File: config.mk
export PLATFORM = sky130hd
export DESIGN_NAME = adcc_top
export DESIGN_NICKNAME = d
export VERILOG_FILES = /design/src/verilog/adcc_dummy_guard.v /design/src/verilog/adcc_sar.v /design/src/verilog/adcc_port.v /design/src/verilog/adcc_top.v
export VERILOG_INCLUDE_DIRS = /design/src /design/src/verilog
export SDC_FILE = /design/constraint.sdc
export NUM_CORES = 1
export LEC_CHECK = 0
export BUFFER_PORTS_ARGS = -buffer_cell sky130_fd_sc_hd__buf_4
export CORE_MARGIN = 2
export CORE_UTILIZATION = 47
export CTS_BUF_LIST = sky130_fd_sc_hd__clkbuf_4 sky130_fd_sc_hd__clkbuf_8 sky130_fd_sc_hd__clkbuf_16
export CTS_CLUSTER_SIZE = 8
export DETAILED_ROUTE_END_ITERATION = 8
export PLACE_DENSITY_LB_ADDON = 0.12
export SLEW_MARGIN = 20
export SYNTH_ARGS = -nofsm -noshare
export SYNTH_HDL_FRONTEND = slang
export SYNTH_SLANG_ARGS = --single-unit
File: constraint.sdc
create_clock -name i_clk -period 2.3 [get_ports i_clk]
set_input_delay 0.46 -clock i_clk [delete_from_list [all_inputs] [get_ports i_clk]]
set_output_delay 0.46 -clock i_clk [all_outputs]
set_load 0.01 [all_outputs]
File: src/verilog/adcc_regs.vh
// Register map, field positions, reset values and counts for the converter control
`ifndef ADCC_REGS_VH
`define ADCC_REGS_VH
`define ADCC_OFF_STATUS_CONTROL 8'h38
`define ADCC_OFF_RESULT         8'h3C
`define ADCC_OFF_CLOCK          8'h40
`define ADCC_OFF_PORT_DATA      8'h44
`define ADCC_OFF_PORT_DIR       8'h48
`define ADCC_SC_DONE_BIT        7
`define ADCC_SC_IEN_BIT         6
`define ADCC_SC_CONT_BIT        5
`define ADCC_SC_CH_MSB          4
`define ADCC_CK_DIV_MSB         7
`define ADCC_CK_DIV_LSB         5
`define ADCC_CK_SRC_BIT         4
`define ADCC_CH_RESET           5'h1F
`define ADCC_CH_POWER_OFF       5'h1F
`define ADCC_SAMPLE_LAST        4'h7
`define ADCC_DECIDE_LAST        4'hF
`define ADCC_SAR_MSB_TRIAL      8'h80
`define ADCC_NUM_CH             15
`endif

File: src/verilog/adcc_dummy_guard.v
// No logic here; the converter control is complete without this file

File: src/verilog/adcc_sar.v
// Successive approximation sequencer: sample, then eight bit decisions
`timescale 1ns/1ps
`include "adcc_regs.vh"
module adcc_sar (
    input  wire       i_clk,
    input  wire       i_sys_rst,
    input  wire       i_start,
    input  wire       i_abort,
    input  wire       i_tick,
    input  wire       i_cmp_above,
    output reg        o_busy,
    output wire       o_sampling,
    output reg        o_done,
    output reg  [7:0] o_result,
    output wire [7:0] o_trial
);
    reg       armed;
    reg [3:0] cnt;
    reg [7:0] sar;
    wire [7:0] mask = `ADCC_SAR_MSB_TRIAL >> cnt[2:0];
    // Keep the tried bit only if the input sits at or above the trial code
    wire [7:0] next_sar = (i_cmp_above ? sar : (sar & ~mask)) | (mask >> 1);

    assign o_trial    = sar;
    assign o_sampling = o_busy & ~armed & (cnt <= `ADCC_SAMPLE_LAST);

    always @(posedge i_clk) begin
        if (i_sys_rst) begin
            o_busy   <= 1'b0;
            o_done   <= 1'b0;
            o_result <= 8'h00;
            armed    <= 1'b0;
            cnt      <= 4'h0;
            sar      <= 8'h00;
        end else begin
            o_done <= 1'b0;
            if (i_abort) begin
                o_busy <= 1'b0;
            end else if (i_start) begin
                // A restart simply drops whatever was in progress
                o_busy <= 1'b1;
                armed  <= 1'b1;
                sar    <= 8'h00;
            end else if (o_busy && i_tick) begin
                if (armed) begin
                    // Aligning to the converter clock costs the 17th cycle
                    armed <= 1'b0;
                    cnt   <= 4'h0;
                end else begin
                    cnt <= cnt + 4'h1;
                    if (cnt == `ADCC_SAMPLE_LAST) begin
                        sar <= `ADCC_SAR_MSB_TRIAL;
                    end else if (cnt > `ADCC_SAMPLE_LAST) begin
                        sar <= next_sar;
                    end
                    if (cnt == `ADCC_DECIDE_LAST) begin
                        o_result <= next_sar;
                        o_done   <= 1'b1;
                        o_busy   <= 1'b0;
                    end
                end
            end
        end
    end
endmodule

File: src/verilog/adcc_port.v
// Shared port pins with converter override of the selected pin
`timescale 1ns/1ps
module adcc_port #(
    parameter N = 15
) (
    input  wire         i_clk,
    input  wire         i_sys_rst,
    input  wire         i_wr_data,
    input  wire         i_wr_dir,
    input  wire [N-1:0] i_wdata,
    input  wire [N-1:0] i_sel,
    input  wire [N-1:0] i_pin_in,
    output reg  [N-1:0] o_pin_out,
    output wire [N-1:0] o_pin_oe,
    output wire [N-1:0] o_port_read,
    output reg  [N-1:0] o_dir
);
    always @(posedge i_clk) begin
        if (i_sys_rst) begin
            o_pin_out <= {N{1'b0}};
            o_dir     <= {N{1'b0}};
        end else begin
            // Bits of the converter pin keep their old value on a write
            if (i_wr_data) begin
                o_pin_out <= (o_pin_out & i_sel) | (i_wdata & ~i_sel);
            end
            if (i_wr_dir) begin
                o_dir <= (o_dir & i_sel) | (i_wdata & ~i_sel);
            end
        end
    end

    genvar g;
    generate
        for (g = 0; g < N; g = g + 1) begin : pin
            // Never drive a pin the converter is sampling
            assign o_pin_oe[g]    = o_dir[g] & ~i_sel[g];
            assign o_port_read[g] = o_dir[g] ? o_pin_out[g] :
                                    (i_sel[g] ? 1'b0 : i_pin_in[g]);
        end
    endgenerate
endmodule

File: src/verilog/adcc_top.v
// Converter control: AHB-Lite registers, clock prescaler, sequencing, pin override
`timescale 1ns/1ps
`include "adcc_regs.vh"
// Functional notes
// - Route one of fifteen channels by select field
// - Eight-bit result by successive approximation
// - Store result, then flag or interrupt
// - Selected pin forced to converter input
// - Converter pin reads 0 unless direction set
// - High reference gives all ones, ground zeros
// - Status write starts; 16 to 17 clocks
// - Continuous mode overwrites result each conversion
// - Continuous conversions until software clears bit
// - Continuous flag stays until write or read
// - Interrupt enabled: request per conversion, flag unused
// - Runs in wait; interrupt can wake
// - Stop aborts conversion; resumes after stop
// - With interrupts, flag is read/write; reset clears
// - All-ones select powers off; reset value
// - Unused channel codes give undefined results
// - Prescaler divides by 1, 2, 4, 8, 16
module adcc_top #(
    parameter NCH = `ADCC_NUM_CH
) (
    input  wire            i_clk,
    input  wire            i_sys_rst,
    input  wire            i_hsel,
    input  wire [7:0]      i_haddr,
    input  wire [1:0]      i_htrans,
    input  wire            i_hwrite,
    input  wire [2:0]      i_hsize,
    input  wire [31:0]     i_hwdata,
    input  wire            i_hready,
    output wire            o_hreadyout,
    output wire            o_hresp,
    output reg  [31:0]     o_hrdata,
    input  wire            i_osc_tick,
    input  wire            i_stop_mode,
    input  wire            i_wait_mode,
    input  wire            i_cmp_above,
    input  wire [NCH-1:0]  i_pin_in,
    output wire [NCH-1:0]  o_pin_out,
    output wire [NCH-1:0]  o_pin_oe,
    output wire [4:0]      o_mux_sel,
    output wire            o_adc_power_on,
    output wire            o_sampling,
    output wire [7:0]      o_trial_code,
    output wire            o_conv_irq
);
    reg         done_flag;
    reg         ien;
    reg         cont;
    reg  [4:0]  ch;
    reg  [2:0]  div;
    reg         src_bus;
    reg  [3:0]  div_cnt;
    reg  [3:0]  div_tc;
    reg         irq_req;
    reg         stop_d;
    reg         resume;
    reg         ap_wr;
    reg  [7:0]  ap_addr;
    reg         rd_wait;
    reg  [7:0]  rd_byte;

    wire        busy;
    wire        conv_done;
    wire [7:0]  result;
    wire [NCH-1:0] port_read;
    wire [NCH-1:0] dir;
    wire [NCH-1:0] sel_onehot;

    // AHB-Lite: writes have no wait state, reads one so side effects settle
    wire accept  = i_hsel & i_htrans[1] & i_hready;
    assign o_hreadyout = ~rd_wait;
    assign o_hresp     = 1'b0;

    wire wr_sc   = ap_wr && (ap_addr == `ADCC_OFF_STATUS_CONTROL);
    wire wr_clk  = ap_wr && (ap_addr == `ADCC_OFF_CLOCK);
    wire wr_pd   = ap_wr && (ap_addr == `ADCC_OFF_PORT_DATA);
    wire wr_dir  = ap_wr && (ap_addr == `ADCC_OFF_PORT_DIR);
    wire rd_res  = rd_wait && (ap_addr == `ADCC_OFF_RESULT);

    wire [4:0] new_ch   = i_hwdata[`ADCC_SC_CH_MSB:0];
    wire       powered  = (ch != `ADCC_CH_POWER_OFF);
    wire       new_pwr  = (new_ch != `ADCC_CH_POWER_OFF);

    // Select field picks one shared pin; codes above fourteen pick none
    genvar g;
    generate
        for (g = 0; g < NCH; g = g + 1) begin : chsel
            localparam [4:0] ch_code = g;
            assign sel_onehot[g] = powered && (ch == ch_code);
        end
    endgenerate

    assign o_mux_sel      = ch;
    assign o_adc_power_on = powered & ~i_stop_mode;

    // Prescaler on the chosen source; changing it mid-conversion corrupts the result
    wire src_tick = src_bus | i_osc_tick;
    // At or above the terminal count, so a smaller divider acts on the next source tick
    wire adc_tick = src_tick && (div_cnt >= div_tc);

    always @* begin
        case (div)
            3'b000:  div_tc = 4'h0;
            3'b001:  div_tc = 4'h1;
            3'b010:  div_tc = 4'h3;
            3'b011:  div_tc = 4'h7;
            default: div_tc = 4'hF;
        endcase
    end

    always @(posedge i_clk) begin
        if (i_sys_rst) begin
            div_cnt <= 4'h0;
        end else if (src_tick) begin
            div_cnt <= adc_tick ? 4'h0 : div_cnt + 4'h1;
        end
    end

    // Start sources: status write, continuous refill, return from stop
    wire stop_exit  = stop_d & ~i_stop_mode;
    wire sw_start   = wr_sc & new_pwr;
    wire cont_start = conv_done & cont & powered & ~wr_sc;
    wire res_start  = stop_exit & resume & powered;
    wire start      = ~i_stop_mode & (sw_start | cont_start | res_start);
    // Power-off also halts the sequencer; unused codes still convert (undefined)
    wire abort      = i_stop_mode | (wr_sc & ~new_pwr);

    adcc_sar u_sar (
        .i_clk       (i_clk),
        .i_sys_rst   (i_sys_rst),
        .i_start     (start),
        .i_abort     (abort),
        .i_tick      (adc_tick),
        .i_cmp_above (i_cmp_above),
        .o_busy      (busy),
        .o_sampling  (o_sampling),
        .o_done      (conv_done),
        .o_result    (result),
        .o_trial     (o_trial_code)
    );

    adcc_port #(
        .N (NCH)
    ) u_port (
        .i_clk       (i_clk),
        .i_sys_rst   (i_sys_rst),
        .i_wr_data   (wr_pd),
        .i_wr_dir    (wr_dir),
        .i_wdata     (i_hwdata[NCH-1:0]),
        .i_sel       (sel_onehot),
        .i_pin_in    (i_pin_in),
        .o_pin_out   (o_pin_out),
        .o_pin_oe    (o_pin_oe),
        .o_port_read (port_read),
        .o_dir       (dir)
    );

    // Stop bookkeeping: remember an aborted or continuous run to resume it
    always @(posedge i_clk) begin
        if (i_sys_rst) begin
            stop_d <= 1'b0;
            resume <= 1'b0;
        end else begin
            stop_d <= i_stop_mode;
            if (i_stop_mode && !stop_d) begin
                resume <= busy | cont;
            end else if (stop_exit) begin
                resume <= 1'b0;
            end
        end
    end

    // Status, control and clock registers
    always @(posedge i_clk) begin
        if (i_sys_rst) begin
            done_flag <= 1'b0;
            ien       <= 1'b0;
            cont      <= 1'b0;
            ch        <= `ADCC_CH_RESET;
            div       <= 3'b000;
            src_bus   <= 1'b0;
            irq_req   <= 1'b0;
        end else begin
            if (wr_sc) begin
                ien  <= i_hwdata[`ADCC_SC_IEN_BIT];
                cont <= i_hwdata[`ADCC_SC_CONT_BIT];
                ch   <= new_ch;
            end
            if (wr_clk) begin
                div     <= i_hwdata[`ADCC_CK_DIV_MSB:`ADCC_CK_DIV_LSB];
                src_bus <= i_hwdata[`ADCC_CK_SRC_BIT];
            end
            // Flag: completion sets it (set beats clear) unless interrupts own it
            if (conv_done && !ien) begin
                done_flag <= 1'b1;
            end else if (wr_sc) begin
                done_flag <= ien ? i_hwdata[`ADCC_SC_DONE_BIT] : 1'b0;
            end else if (rd_res && !ien) begin
                done_flag <= 1'b0;
            end
            // Request after each conversion; it also runs in wait mode to wake the core
            if (conv_done && ien) begin
                irq_req <= 1'b1;
            end else if (wr_sc || rd_res) begin
                irq_req <= 1'b0;
            end
        end
    end

    assign o_conv_irq = irq_req & ien;

    // Bus address phase capture and read data
    always @* begin
        case (ap_addr)
            `ADCC_OFF_STATUS_CONTROL: rd_byte = {done_flag, ien, cont, ch};
            `ADCC_OFF_RESULT:         rd_byte = result;
            `ADCC_OFF_CLOCK:          rd_byte = {div, src_bus, 4'h0};
            default:                  rd_byte = 8'h00;
        endcase
    end

    always @(posedge i_clk) begin
        if (i_sys_rst) begin
            ap_wr    <= 1'b0;
            ap_addr  <= 8'h00;
            rd_wait  <= 1'b0;
            o_hrdata <= 32'h0000_0000;
        end else begin
            ap_wr   <= accept & i_hwrite;
            rd_wait <= accept & ~i_hwrite;
            if (accept) begin
                ap_addr <= i_haddr;
            end
            if (rd_wait) begin
                if (ap_addr == `ADCC_OFF_PORT_DATA) begin
                    o_hrdata <= {{(32-NCH){1'b0}}, port_read};
                end else if (ap_addr == `ADCC_OFF_PORT_DIR) begin
                    o_hrdata <= {{(32-NCH){1'b0}}, dir};
                end else begin
                    o_hrdata <= {24'h000000, rd_byte};
                end
            end
        end
    end

    // Wait mode needs no gating here; software owns the power-down choice
    wire unused_ok = i_wait_mode | (|i_hsize) | i_htrans[0];
endmodule

==> Yosys cells after proc, flatten, opt, wreduce, memory -nomap -nowiden <==
Index checks and enable logic that the tools add are counted.
{ "classes": {"n_addsub": 2, "n_lt_le_gt_ge": 3, "n_eq_ne": 27, "shifts": 1, "mux": 57, "bitwise_logic": 70, "reduce_logical": 44} }
{ "op_table": {"columns": ["operator", "count"], "rows": [
  ["$mux W8", 6],
  ["$and A15 B15 Y15", 3],
  ["$mux W1", 45],
  ["$eq A5 B4 Y1 const B", 7],
  ["$and A1 B1 Y1", 32],
  ["$mux W15", 2],
  ["$or A15 B15 Y15", 2],
  ["$logic_and A1 B1 Y1", 26],
  ["$eq A8 B7 Y1 const B", 3],
  ["$not A1 Y1", 24],
  ["$pmux W8 S3", 1],
  ["$eq A5 B3 Y1 const B", 4],
  ["$eq A8 B6 Y1 const B", 2],
  ["$pmux W4 S4", 1],
  ["$not A15 Y15", 1],
  ["$eq A5 B2 Y1 const B", 2],
  ["$ne A5 B5 Y1 const B", 2],
  ["$add A4 B1 Y4 const B", 2],
  ["$and A8 B8 Y8", 1],
  ["$mux W4", 2],
  ["$not A8 Y8", 1],
  ["$or A8 B7 Y8", 1],
  ["$reduce_bool A2 Y1", 4],
  ["$shr A8 B3 Y8 const A", 1],
  ["other kinds (21)", 29]
]} }
{ "totals": {"ff_bits": 114, "input_bits": 69, "output_inout_bits": 80, "elab_cells": 226} }

==> Depth between registers and ports, before layout <==
{ "logic_depth": {"word_depth": 10, "mapped_depth": 8, "depth_no_buf": 7} }

==> Modules after synthesis <==
Synthesis repeated with hierarchy kept, for this count alone.
{ "unflattened": {"cells_unflattened": 642, "area_unflattened_um2": 5510.3} }
{ "by_module_without_submodules": {"columns": ["module", "instances", "cells_each", "area_per_inst_um2", "seq_area_each_um2"], "rows": [
  ["adcc_top", 1, 331, 2652.5, 880.8],
  ["adcc_port", 1, 186, 1705.4, 600.6],
  ["adcc_sar", 1, 125, 1152.4, 460.4]
]} }

==> Worst setup path before layout <==
OpenSTA, ideal clock, no wires.
{ "synth_path": {"kind": "register to register", "from": "register div[2]", "to": "register u_sar.o_result[0]", "t_arrival_ns": 2.128, "required_time_ns": 2.155, "slack_ns": 0.027, "path_stages_with_launch": 9, "synth_period_minus_slack_ns": 2.273, "cell_sequence": "dfxtp_1 or3_1 ha_1 nor2b_1 o21ai_0 a31oi_1 buf_2 nor3_1 a211oi_1"} }
{ "synth_via": {"elab_chain_cells": 6, "word_cells_on_any_way": 9, "cone_classes": "order compare (1); eq/ne (3); mux (1); reduce/logical (4)"} }
{ "synth_lines": {"columns": ["element", "line_no", "source"], "rows": [
  ["start, declared", "adcc_top.v:54", "reg [2:0] div;"],
  ["start signal, assigned", "adcc_top.v:194", "div <= i_hwdata[`ADCC_CK_DIV_MSB:`ADCC_CK_DIV_LSB];"],
  ["$eq A3 B2 Y1 (tied with other cells)", "adcc_top.v:106", "case (div)"],
  ["$pmux W4 S4 *", "adcc_top.v:106", null],
  ["$ge A4 B4 Y1 *", "adcc_top.v:103", "wire adc_tick = src_tick && (div_cnt >= div_tc);"],
  ["$logic_and A1 B1 Y1 *", "adcc_top.v:103", null],
  ["$logic_and A1 B1 Y1 *", "adcc_sar.v:44", "end else if (o_busy && i_tick) begin"],
  ["$reduce_and A5 Y1 (no source line) *", null, null],
  ["end signal, assigned", "adcc_sar.v:57", "o_result <= next_sar;"],
  ["end, declared", "adcc_sar.v:14", "output reg [7:0] o_result,"]
]} }
Every way passes the cells marked *; elsewhere a longest branch is shown, timed or not.
A chain may end at the register's enable or synchronous reset.

==> Worst setup path after layout <==
{ "layout_path": {"from": "register div[2]", "to": "register u_sar.sar[5], in the netlist u_sar.o_trial[5]"} }
{ "layout_via": {"elab_chain_cells": 7, "word_cells_on_any_way": 10, "cone_classes": "order compare (1); eq/ne (3); mux (1); reduce/logical (5)"} }
{ "layout_lines": {"columns": ["element", "line_no", "source"], "rows": [
  ["$eq A3 B2 Y1 (tied with other cells)", "adcc_top.v:106", null],
  ["$pmux W4 S4 *", "adcc_top.v:106", null],
  ["$ge A4 B4 Y1 *", "adcc_top.v:103", null],
  ["$logic_and A1 B1 Y1 *", "adcc_top.v:103", null],
  ["$logic_and A1 B1 Y1 *", "adcc_sar.v:44", null],
  ["$reduce_bool A2 Y1 (no source line) *", null, null],
  ["$reduce_and A4 Y1 (no source line) *", null, null],
  ["end signal, assigned", "adcc_sar.v:52", "sar <= `ADCC_SAR_MSB_TRIAL;"],
  ["end signal, assigned", "adcc_sar.v:54", "sar <= next_sar;"],
  ["end, declared", "adcc_sar.v:19", "reg [7:0] sar;"]
]} }
Marked as above.

==> summary.md <==
| Metric | Value |
|---|---|
| Required @ worst endpoint | 2.60 ns |
| Worst Setup Path Type | flop to flop |
| Routed length per instance | 16.2 um |
| Placer Congestion | 0.900 |
| CTS root buf | clkbuf_8 |
| Number of synthesis warnings | 0 |
| Hold path depth | 2 |
| Routed wl met3 | 958 um |
| Final Util | 60.7% |
| Hold_buf cts | 0 |
| Ys async rst share | 0% |
| Critical Path AT | 2.55 ns |
| Logic pwr share | 7.4% |
| Grt ovf | 0 |
| Slew Viols, Final | 0 |
| WP buf/inv | 1 |
| Fin cells | 913 |
| Top area cells in the synthesized netlist | dfxtp_1, nand2_1, a21oi_1 |
| Final Hold Viols | 0 |
| Die Span X | 108 um |
| DIE AREA | 11700 sq um |
| DR pass1 iterations | 5 |
| Max-cap viol count | 0 |
| CP peak stage delay | 0.41 ns |
| Psw | 0.770 mW |
| Internal power | 2.46 mW |
| Core area | 10700 sq um |
| Worst-Margin Slew | 0.605 ns |
| Setup crit start kind | flop |
| Most frequent cells in the layout | buf_4, dfxtp_1, nand2_1 |
| Largest net degree at the start of global routing | 53 |
| Dpl cells | 896 |
| CTS buffer count | 9 |
| Commonest non-fill, non-tap cell in the layout | buf_4 |
| Antenna Nets Post-Route | 0 |
| Antenna violations before repair | 0 |
| CTS clock-pin slew for the worst setup and hold paths | 0.10 ns |
| # rows | 38 |
| GR Util All Layers | 25.4% |
| Max Buffers Root-to-Sink | 2 |
| Final hold slack | 0.241 ns |
| Average size of a mapped cell | 7.87 sq um |
| FF+latch count, synth | 97 |
| Final worst slack | 0.0479 ns |
| DP HPWL | 11000 um |
| Post-DR vias/cell | 5.59 |
| Clock latency on the worst-skew pair | 0.38 ns |
| Peak VDD IR | 0.308 mV |
| # diodes | 0 |
| Sequential area share after synthesis | 38.0% |
| I/O pin cnt | 149 |
| H-tree levels | 3 |
| Final period utilization | 97.9% |
| Unrepaired setup endpoints after global routing | true |
| Routed wire length | 14800 um |
| Reg2reg path depth | 8 |
| M1 wire length | 6400 um |
| Fmax | 0.444 GHz |
| Crit path max fanout | 8 |
| DRT iter0 DRCs | 243 |
| Sequential share of power | 52.8% |
| Synth Flop Type | dfxtp_1 |
| DR DRC count | 0 |
| PwrDens | 496 nW/um^2 |
| Detailed-route via count | 5104 |
| Post-synth EDFFs | 0 |
| Critical Path Stages | 8 |
| Final setup fails | 0 |
| Die H | 108 um |
| Synth Cell Area | 5110 sq um |
| Clock Sinks | 97 |
| Synth cell types | 57 |
| Clock Skew | 0.0149 ns |
| CTS tree | yes |
| Slowest-stage cell, CP | o31a_4 |
| Overall power | 3.23 mW |
| Max_slew headroom | 59.6% |
| First-pass GRT wire length | 23300 um |
| Initial Utilization | 47.6% |
| Met2 routed wirelength | 7210 um |
| Post-synthesis cell count | 649 |
| Area grow syn2layout | 27.6% |
| Min-delay worst type | input port to flop |
| Synth area leader | dfxtp_1 |
| Status | finished, final reports clean |
| Crit-path leading delay family | compound AO/OA/AOI/OAI gates |
| Clock network power share | 39.8% |
| Pleak | 2.60 nW |
| Dpl ws | -0.121 ns |
| Max Used Layer | met4 |
| Final Critical Period | 2.25 ns |
| Buffers added on ports | 108 |
| Critical Path End Type | flop |
| Area fraction of the dominant cell type after synthesis | 38.0% |
| Final net count | 850 |
| Switching power share of the total | 23.8% |
| Share of cells above drive strength 1 | 25.9% |
| Crit-path cells | or3_1, ha_1, nor2b_1, o21ai_2, buf_4, o21a_4, o31a_4, o32ai_2 |
| Vias in the first global route | 4697 |
-- through the flow --
step                setup TNS, ns  cell area [sq um]
global placement           -0.517               6180
finish                          0               6520
floorplan                       0               5170
detailed placement         -0.760               6180
global route               -0.463               6520
CTS                             0               6430
-- per-layer routing --
metal	up-vias	GRT usage (%)
met1	2397	32.7
li1	2527	-
met4	0	8.33
met2	165	43.0
met5	-	0
met3	15	4.40
-- final cells by class --
type	instances	area, sq um
multi-input combinational	491	2960
fill	982	4230
clock inverter	5	85.1
inverter	20	75.1
sequential	97	1950
timing repair buffer	149	1130
tap	140	175
clock buffer	11	145
-- cell usage after synthesis, types with 11 or more instances --
library cell / instances
o21ai_0: 47
inv_1: 20
a311oi_1: 11
clkbuf_1: 26
dfxtp_1: 97
buf_4: 18
nor2_1: 68
nand2_1: 77
nand3_1: 16
a31oi_1: 19
nor2b_1: 18
ha_1: 13
a21oi_1: 57
nor3_1: 15
-- logic make-up (layout without fill, tap and decap cells) --
logic type	Yosys count	in the layout	synth area share, %
adders and majority gates	13	13	3.18
muxes	9	9	1.76
buffers and inverters	78	185	7.25
other	1	18	0.0734
DFF	97	97	38.0
AOI/OAI and AO/OA	186	186	23.2
and+or+nand+nor	262	262	26.0
xor gates and xnor gates	3	3	0.514
-- worst register-to-register path, delay by kind of cell, from the launching register on --
family,cells,cell delay [ns]
DFF,1,0.31
buffers and inverters,1,0.14
adders and majority gates,1,0.28
and+or+nand+nor,2,0.50
AOI/OAI and AO/OA,4,0.95
-- power by group through the flow --
| stage | combinational (mW) | sequential (mW) | clock, mW |
|---|---|---|---|
| CTS | 0.236 | 1.71 | 1.31 |
| global placement | 0.230 | 1.75 | 0 |
| floorplan | 0.140 | 1.74 | 0 |
| global route | 0.263 | 1.71 | 1.38 |
| detailed placement | 0.235 | 1.75 | 0 |
| finish | 0.240 | 1.71 | 1.29 |
-- timing repair --
item / 4_1_cts / 5_1_grt
pin swaps: 0 / 4
endpoints found under the setup margin: 13 / 17
resized for setup: 8 / 15
buffers inserted: 0 / 1
endpoints found under the hold margin: 0 / 0
-- final timing paths --
path,endpoint,startpoint,slack (ns)
worst max-delay path,u_sar.o_trial[5],div[2],0.05
worst min register to register,ap_addr[6],ap_addr[6],0.47
worst max register to register,u_sar.o_trial[5],div[2],0.05
worst min-delay path,rd_wait,i_hwrite,0.24
No activity file was read; power rests on OpenSTA's default activity.
